[src/rtl/pqu_regs.svh]
// timing counts and widths of the product/quotient unit
`ifndef PQU_REGS_SVH
`define PQU_REGS_SVH
`define PQU_CLK_MHZ 50
`define PQU_NARROW_W 16
`define PQU_DIV_ITERS 6'h20
`define PQU_SKIP_8 6'h17
`define PQU_SKIP_16 6'h0F
`define PQU_SKIP_24 6'h07
`define PQU_DIV_SETUP 6'h00
// skip bits that give the extra fix-up wait of narrow dividends
`define PQU_PAD_HI 4
`define PQU_PAD_LO 3
`define PQU_MUL_GPR_NARROW 2'h2
`define PQU_MUL_GPR_WIDE 2'h3
`define PQU_MUL_ACC_NARROW 2'h1
`define PQU_MUL_ACC_WIDE 2'h2
`endif

[src/rtl/pqu_pkg.sv]
// types of the product/quotient unit
package pqu_pkg;
	typedef enum logic [2:0]
	{
		PQU_OP_WIDENING = 3'h0,
		PQU_OP_ACCUM = 3'h1,
		PQU_OP_SUBTRACT = 3'h2,
		PQU_OP_QUOTIENT = 3'h3,
		PQU_OP_GPR_MUL = 3'h4
	} pqu_op_t;
	typedef enum logic [2:0]
	{
		PQU_ST_IDLE = 3'h1,
		PQU_ST_DIV = 3'h2,
		PQU_ST_FIX = 3'h4
	} pqu_div_state_t;
endpackage

[src/rtl/pqu_booth_pass.sv]
// one 32x16 booth-recoded multiplier pass
`timescale 1ns/1ps
module pqu_booth_pass
(
	// operands
	input wire logic [31:0] multiplicand,
	input wire logic [15:0] multiplier_half,
	input wire logic signed_mult,
	input wire logic signed_half,
	// result
	output logic [63:0] partial
);
	logic [65:0] acc_sum;
	logic [33:0] mcand_ext;
	logic [18:0] mplr_ext;

	// radix-4 recoding over eight digit positions plus a sign/zero digit
	always_comb
	begin
		mcand_ext = {{2{signed_mult & multiplicand[31]}}, multiplicand};
		mplr_ext = {{2{signed_half & multiplier_half[15]}}, multiplier_half, 1'b0};
		acc_sum = 66'h0;
		for (int i = 0; i < 9; i++)
		begin
			logic [2:0] dig;
			logic [65:0] pp;
			dig = mplr_ext[2*i +: 3];
			pp = 66'h0;
			unique case (dig)
				3'h1, 3'h2: pp = {{32{mcand_ext[33]}}, mcand_ext};
				3'h3: pp = {{31{mcand_ext[33]}}, mcand_ext, 1'b0};
				3'h4: pp = 66'h0 - {{31{mcand_ext[33]}}, mcand_ext, 1'b0};
				3'h5, 3'h6: pp = 66'h0 - {{32{mcand_ext[33]}}, mcand_ext};
				default: pp = 66'h0;
			endcase
			acc_sum = acc_sum + (pp << (2 * i));
		end
		partial = acc_sum[63:0];
	end
endmodule

[src/rtl/pqu_core.sv]
// product/quotient unit: multiply array, divider, interlock
`timescale 1ns/1ps
`include "pqu_regs.svh"

// What this block does
// - own pipeline keeps advancing during integer stalls
// - booth array 32x16 per pass, upper/bottom registers
// - only right operand sets pass count
// - narrow right operand one pass, full two
// - narrow issue each cycle, wide every other
// - stall back-to-back wide multiplies
// - operand size detected from values alone
// - divide one quotient bit per clock
// - early-in skips 23, 15 or 7 iterations
// - unit instruction during divide stalls pipeline
// - divide latency between 12 and 33 clocks
// - multiply result latencies 2/3, accumulate 1/2
// - divide repeat 11..32, latency 12..33 cycles
module pqu_core
(
	// clock and reset
	input wire logic clk,
	input wire logic resetn,
	// issue from the integer pipeline
	input wire logic issue_valid,
	input wire pqu_pkg::pqu_op_t issue_op,
	input wire logic issue_signed,
	input wire logic [31:0] left_operand,
	input wire logic [31:0] right_operand,
	// interlock toward the integer pipeline
	output logic integer_pipeline_stall,
	// general-register multiply result
	output logic gpr_result_valid,
	output logic [31:0] gpr_result,
	// result words
	output logic [31:0] upper_result_word,
	output logic [31:0] bottom_result_word,
	output logic result_valid,
	output logic div_busy
);
	logic issue_take;
	logic right_wide;
	logic wide_busy_reg;
	logic [63:0] s2_prod_reg;
	logic s2_valid_reg;
	pqu_pkg::pqu_op_t s2_op_reg;
	logic wb_valid;
	pqu_pkg::pqu_op_t wb_op;
	logic [63:0] wb_prod;
	logic gpr_hold_valid_reg;
	logic [63:0] s1_prod_reg;
	logic s1_valid_reg;
	logic s1_wide_reg;
	logic s1_signed_reg;
	pqu_pkg::pqu_op_t s1_op_reg;
	logic [31:0] s1_mcand_reg;
	logic [15:0] s1_high_reg;
	logic [63:0] pass_lo;
	logic [63:0] full_prod;
	logic [63:0] acc_next;
	logic [31:0] gpr_hold_reg;
	pqu_pkg::pqu_div_state_t div_state_reg;
	logic [5:0] div_count_reg;
	logic [31:0] div_quot_reg;
	logic [32:0] div_rem_reg;
	logic [31:0] div_divisor_reg;
	logic div_neg_q_reg;
	logic div_neg_r_reg;
	logic [1:0] div_pad_reg;
	logic [5:0] skip_count;
	logic [31:0] dividend_mag;
	logic [31:0] divisor_mag;
	logic [32:0] rem_shift;
	logic [32:0] rem_try;

	////////////////////////////////////////////////////////////////////////
	// operand width detection and issue interlock
	// right operand fits the narrow width if its upper half is pure extension
	always_comb
	begin
		if (issue_signed)
			right_wide = (right_operand[31:15] != {17{1'b0}}) && (right_operand[31:15] != {17{1'b1}});
		else
			right_wide = right_operand[31:16] != 16'h0;
	end

	// stall on any op right behind a wide one, a divide behind a stage-one product, or any unit op while the divider runs
	always_comb
	begin
		integer_pipeline_stall = 1'b0;
		if (issue_valid && div_state_reg != pqu_pkg::PQU_ST_IDLE)
			integer_pipeline_stall = 1'b1;
		// the one array runs the second pass of a wide product this cycle,
		// so whatever comes right behind it waits one clock
		else if (issue_valid && wide_busy_reg)
			integer_pipeline_stall = 1'b1;
		else if (issue_valid && issue_op == pqu_pkg::PQU_OP_QUOTIENT && s1_valid_reg)
			integer_pipeline_stall = 1'b1;
	end
	assign issue_take = issue_valid && !integer_pipeline_stall;
	assign div_busy = div_state_reg != pqu_pkg::PQU_ST_IDLE;

	////////////////////////////////////////////////////////////////////////
	// multiply pipeline: pass one then optional second pass
	// one shared array: first pass takes the low half of the right operand,
	// second pass (cycle after a wide issue) takes the upper half
	pqu_booth_pass u_pass_lo
	(
		.multiplicand(wide_busy_reg ? s1_mcand_reg : left_operand),
		.multiplier_half(wide_busy_reg ? s1_high_reg : right_operand[15:0]),
		.signed_mult(wide_busy_reg ? s1_signed_reg : issue_signed),
		.signed_half(wide_busy_reg ? s1_signed_reg : (issue_signed && !right_wide)),
		.partial(pass_lo)
	);
	// upper-half pass weighs 2^16 against the first pass
	assign full_prod = s1_prod_reg + {pass_lo[47:0], 16'h0};

	// stage registers advance every cycle regardless of integer stalls
	always_ff @(posedge clk or negedge resetn)
	begin
		if (!resetn)
		begin
			s1_valid_reg <= 1'b0;
			s1_wide_reg <= 1'b0;
			s1_signed_reg <= 1'b0;
			s1_op_reg <= pqu_pkg::PQU_OP_WIDENING;
			s1_prod_reg <= 64'h0;
			s1_mcand_reg <= 32'h0;
			s1_high_reg <= 16'h0;
			wide_busy_reg <= 1'b0;
			s2_valid_reg <= 1'b0;
			s2_op_reg <= pqu_pkg::PQU_OP_WIDENING;
			s2_prod_reg <= 64'h0;
		end
		else
		begin
			s1_valid_reg <= issue_take && issue_op != pqu_pkg::PQU_OP_QUOTIENT;
			s1_wide_reg <= issue_take && right_wide;
			s1_signed_reg <= issue_signed;
			s1_op_reg <= issue_op;
			s1_prod_reg <= pass_lo;
			s1_mcand_reg <= left_operand;
			s1_high_reg <= right_operand[31:16];
			// second pass occupies the array next cycle
			wide_busy_reg <= issue_take && right_wide && issue_op != pqu_pkg::PQU_OP_QUOTIENT;
			// stage two only ever holds a finished wide product
			s2_valid_reg <= s1_valid_reg && s1_wide_reg;
			s2_op_reg <= s1_op_reg;
			s2_prod_reg <= full_prod;
		end
	end

	// narrow products retire from stage one, wide ones from stage two;
	// both can never be due at once since issue stalls behind a wide one
	always_comb
	begin
		wb_valid = 1'b0;
		wb_op = s1_op_reg;
		wb_prod = s1_prod_reg;
		if (s2_valid_reg)
		begin
			wb_valid = 1'b1;
			wb_op = s2_op_reg;
			wb_prod = s2_prod_reg;
		end
		else if (s1_valid_reg && !s1_wide_reg)
			wb_valid = 1'b1;
	end

	// accumulate or subtract into the result pair
	always_comb
	begin
		unique case (wb_op)
			pqu_pkg::PQU_OP_ACCUM: acc_next = {upper_result_word, bottom_result_word} + wb_prod;
			pqu_pkg::PQU_OP_SUBTRACT: acc_next = {upper_result_word, bottom_result_word} - wb_prod;
			default: acc_next = wb_prod;
		endcase
	end

	////////////////////////////////////////////////////////////////////////
	// divider: early-in skip then one bit per clock
	always_comb
	begin
		dividend_mag = (issue_signed && left_operand[31]) ? 32'h0 - left_operand : left_operand;
		divisor_mag = (issue_signed && right_operand[31]) ? 32'h0 - right_operand : right_operand;
		if (dividend_mag[31:8] == 24'h0)
			skip_count = `PQU_SKIP_8;
		else if (dividend_mag[31:16] == 16'h0)
			skip_count = `PQU_SKIP_16;
		else if (dividend_mag[31:24] == 8'h0)
			skip_count = `PQU_SKIP_24;
		else
			skip_count = `PQU_DIV_SETUP;
		rem_shift = {div_rem_reg[31:0], div_quot_reg[31]};
		rem_try = rem_shift - {1'b0, div_divisor_reg};
	end

	// iterations left plus pad cycles plus one fix-up cycle give 12..33 clocks
	always_ff @(posedge clk or negedge resetn)
	begin
		if (!resetn)
		begin
			div_state_reg <= pqu_pkg::PQU_ST_IDLE;
			div_count_reg <= 6'h00;
			div_quot_reg <= 32'h0;
			div_rem_reg <= 33'h0;
			div_divisor_reg <= 32'h0;
			div_neg_q_reg <= 1'b0;
			div_neg_r_reg <= 1'b0;
			div_pad_reg <= 2'h0;
		end
		else
		begin
			unique case (div_state_reg)
				pqu_pkg::PQU_ST_IDLE:
					if (issue_take && issue_op == pqu_pkg::PQU_OP_QUOTIENT)
					begin
						div_state_reg <= pqu_pkg::PQU_ST_DIV;
						div_count_reg <= `PQU_DIV_ITERS - skip_count;
						div_quot_reg <= dividend_mag << skip_count;
						div_rem_reg <= 33'h0;
						div_divisor_reg <= divisor_mag;
						div_neg_q_reg <= issue_signed && (left_operand[31] ^ right_operand[31]);
						div_neg_r_reg <= issue_signed && left_operand[31];
						// narrow dividends finish early but wait extra pad cycles in fix-up
						div_pad_reg <= skip_count[`PQU_PAD_HI:`PQU_PAD_LO];
					end
				pqu_pkg::PQU_ST_DIV:
				begin
					// one quotient bit per clock
					if (rem_try[32])
					begin
						div_rem_reg <= rem_shift;
						div_quot_reg <= {div_quot_reg[30:0], 1'b0};
					end
					else
					begin
						div_rem_reg <= rem_try;
						div_quot_reg <= {div_quot_reg[30:0], 1'b1};
					end
					div_count_reg <= div_count_reg - 6'h01;
					if (div_count_reg == 6'h01)
						div_state_reg <= pqu_pkg::PQU_ST_FIX;
				end
				pqu_pkg::PQU_ST_FIX:
				begin
					// pad cycles: 2 for 8-bit, 1 for 16-bit dividends
					div_pad_reg <= div_pad_reg - 2'h1;
					if (div_pad_reg == 2'h0)
						div_state_reg <= pqu_pkg::PQU_ST_IDLE;
				end
				default:
					div_state_reg <= pqu_pkg::PQU_ST_IDLE;
			endcase
		end
	end

	////////////////////////////////////////////////////////////////////////
	// result words: multiply write-back and divide fix-up
	always_ff @(posedge clk or negedge resetn)
	begin
		if (!resetn)
		begin
			upper_result_word <= 32'h0;
			bottom_result_word <= 32'h0;
			result_valid <= 1'b0;
		end
		else
		begin
			result_valid <= 1'b0;
			if (div_state_reg == pqu_pkg::PQU_ST_FIX && div_pad_reg == 2'h0)
			begin
				// sign fix applied after magnitude division
				bottom_result_word <= div_neg_q_reg ? 32'h0 - div_quot_reg : div_quot_reg;
				upper_result_word <= div_neg_r_reg ? 32'h0 - div_rem_reg[31:0] : div_rem_reg[31:0];
				result_valid <= 1'b1;
			end
			else if (wb_valid && wb_op != pqu_pkg::PQU_OP_GPR_MUL)
			begin
				{upper_result_word, bottom_result_word} <= acc_next;
				result_valid <= 1'b1;
			end
		end
	end

	// general-register multiply: one extra cycle of write-back
	always_ff @(posedge clk or negedge resetn)
	begin
		if (!resetn)
		begin
			gpr_result_valid <= 1'b0;
			gpr_result <= 32'h0;
			gpr_hold_reg <= 32'h0;
			gpr_hold_valid_reg <= 1'b0;
		end
		else
		begin
			// hold stage: narrow lands two cycles after issue, wide three
			gpr_hold_valid_reg <= wb_valid && wb_op == pqu_pkg::PQU_OP_GPR_MUL;
			gpr_hold_reg <= wb_prod[31:0];
			gpr_result_valid <= gpr_hold_valid_reg;
			gpr_result <= gpr_hold_reg;
		end
	end
endmodule

[config.mk]
export PLATFORM = sky130hd
export DESIGN_NAME = pqu_core
export DESIGN_NICKNAME = d
export VERILOG_FILES = /design/src/rtl/pqu_pkg.sv /design/src/rtl/pqu_booth_pass.sv /design/src/rtl/pqu_core.sv
export VERILOG_INCLUDE_DIRS = /design/src /design/src/rtl
export SDC_FILE = /design/constraint.sdc
export NUM_CORES = 2
export LEC_CHECK = 0
export BUFFER_PORTS_ARGS = -buffer_cell sky130_fd_sc_hd__buf_2
export CORE_UTILIZATION = 35
export CTS_BUF_LIST = sky130_fd_sc_hd__clkbuf_4
export CTS_CLUSTER_SIZE = 30
export DETAILED_ROUTE_END_ITERATION = 12
export SETUP_SLACK_MARGIN = 0.2
export SLEW_MARGIN = 20
export SYNTH_ARGS = -nofsm -noshare
export SYNTH_HDL_FRONTEND = slang
export SYNTH_SLANG_ARGS = --single-unit
export TNS_END_PERCENT = 5
[constraint.sdc]
create_clock -name clk -period 13.6 [get_ports clk]
set_input_delay 2.72 -clock clk [delete_from_list [all_inputs] [get_ports clk]]
set_output_delay 2.72 -clock clk [all_outputs]
set_load 0.02 [all_outputs]
==> flow_summary_export.csv <==
group,metric,value,unit
cells_and_area,seqCellArea,10690,um^2
route,drt_pass1_iterations,9,
grt,grt_pass1_vias,50180,
floorplan,core_area,141400,um^2
clocking,numCtsBuffers,131,
hold_path,hold_class,"reg2reg",
sta,fin_setup_tns,0,ns
worst_setup_path,cp_slowest_cell,"xnor2_1",
clocking,clockRootBuffer,"clkbuf_4",
cells_and_area,drive_gt1_frac,0.1184,
synth,ys_seq_area_frac,0.2144,
synth,syn_avg_cell_area,7.952,um^2
synth,synthDistinctLibCells,106,
worst_setup_path,worstPathRequired,14.63,ns
worst_setup_path,cp.buffers_inverters,4,
worst_setup_path,startpoint_type,"input port",
floorplan,row_count,138,
worst_setup_path,cp.arrival,12.98,ns
worst_setup_path,max_stage_delay,0.82,ns
sta,relSlewSlack,0.2116,
clocking,cts_tree,"built",
clocking,cts_hold_repair.buffers,0,
cells_and_area,multi_input_area,36140,um^2
worst_setup_path,crit_fanout,10,
cells_and_area,fill_cells,14661,
floorplan,fp.dieW,379.3,um
sta,hold_viol_final,0,
floorplan,die_h,379.3,um
synth,yosysWarningCount,0,
grt,grt_max_degree,159,
placement,gp_congestion,1.073,
worst_setup_path,cp_top_family,"adder cells",
clocking,cts_resized,0,
route,wl,253600,um
sta,tightest_slew,1.150,ns
clocking,clock_latency,1.16,ns
synth,ys_ff_latch,427,
floorplan,die_area,143900,um^2
synth,synth_flop_cell,"dfrtp_1",
floorplan,ios,171,
floorplan,initial_core_util,0.3524,
route,antenna_left,0,
grt,grtUsageTotal,0.3469,
route,num_vias,53236,
worst_setup_path,regToRegSetupSlack,2.25,ns
cells_and_area,final_cell_mix,"594 x nand2_1, 538 x o21ai_0, 530 x nor2_1",
cells_and_area,num-nets-final,6893,
route,wl_per_cell,30.40,um
synth,synth_cells,6267,
synth,synth_area,49830,um^2
run_status,status,"finished clean",
clocking,cts_max_path_buffers,3,
grt,grt_pass1_wl,362200,um
grt,antenna_found_initial,25,
route,viasPerCell,6.382,
sta,period_minus_slack,11.94,ns
clocking,post-cts-setup-buffer-count,0,
sta,fmax,83.72,MHz
clocking,clk_pin_slew,0.06,ns
synth,synth_edf_count,0,
worst_setup_path,crit_type,"in2reg",
worst_setup_path,crit_top_cell,"a21oi_1",
grt,overflow,0,
route,drc,0,
synth,syn_nets,6825,
sta,rsz0062_at_grt,"false",
cells_and_area,areaGrowthSynthToFinish,10.30,%
synth,async_flop_share,1.000,
route,drt-initial-drc-count,7240,
cells_and_area,final_common_cell,"nand2_1",
clocking,htreeDepth,4,
placement,dp_hpwl,194600,um
sta,final-setup-viol-count,0,
worst_setup_path,crit_path_end_kind,"flop",
placement,io_buffers,170,
sta,skew,0.1041,ns
sta,period_share,0.8782,
flow_run,max_cap_viol_count,0,
clocking,cts_sinks,427,
sta,drv_slew,0,
[kinds of logic (layout without fill, tap and decap cells)]
family | count (synthesis) | count (layout) | share of synthesized area
compound gates | 2098 | 2098 | 0.2703
other cells | 0 | 24 | 0
mux | 198 | 198 | 0.04226
buf+inv | 859 | 1019 | 0.06679
flops | 427 | 427 | 0.2144
fa+ha+maj | 487 | 487 | 0.1620
xor+xnor | 470 | 470 | 0.08328
simple gates | 1728 | 1728 | 0.1609
[per-stage QoR]
step                setup WS, ns  cells  cell area [um^2]    util  hold WS [ns]
finish                     1.656   8341             54970  0.3887        0.3189
CTS                        1.960   8317             54890  0.3882        0.3114
global placement          0.9354   8092             53270  0.3767        0.3323
global route               1.242   8326             54930  0.3884        0.3409
floorplan                  2.048   6267             49830       -        0.3312
detailed placement        0.8230   8092             53270  0.3767        0.3347
[synth_stat cells (all sizes together), types with 94 or more instances]
library cell	number	area, um^2
a21o	112	840.8
a21oi	463	2321
buf	94	456.7
clkbuf	362	1359
dfrtp	426	10660
fa	264	5285
ha	223	2790
inv	403	1513
mux2i	135	1396
nand2	596	2237
nor2	541	2062
nor3	129	661.9
o21ai	555	2785
o221ai	109	954.7
o22ai	160	1001
xnor2	319	2820
xor2	151	1330
[per-layer routing]
metal / wire length (um) / up-vias / global-route usage
li1: - / 22797 / -
met1: 99290 / 25641 / 0.4423
met2: 103500 / 3731 / 0.4992
met3: 29380 / 1053 / 0.1005
met4: 21360 / 14 / 0.2461
met5: 99 / - / 0
[layout make-up]
type                       instances  area share
inverter                         403     0.02752
timing repair buffer             391     0.04682
tap                             1890     0.04302
clock buffer                     173     0.02363
clock inverter                    52    0.005850
multi-input combinational       4981      0.6575
antenna                           24    0.001093
sequential                       427      0.1946
[path summary, 6_finish.rpt]
| check | cells after the start | to | start |
|---|---|---|---|
| max in group asynchronous | 3 | s1_high_reg[8] | resetn |
| worst min register to register | 0 | gpr_result[4] | gpr_hold_reg[4] |
| worst max register to register | 36 | s2_prod_reg[63] | wide_busy_reg |
| worst min-delay path | 0 | gpr_result[4] | gpr_hold_reg[4] |
| min in group asynchronous | 1 | div_rem_reg[19] | resetn |
| worst max-delay path | 36 | s2_prod_reg[63] | left_operand[0] |
Power is not shown: default switching activity piles up to over one toggle a cycle in this logic, so the estimate is an artifact.
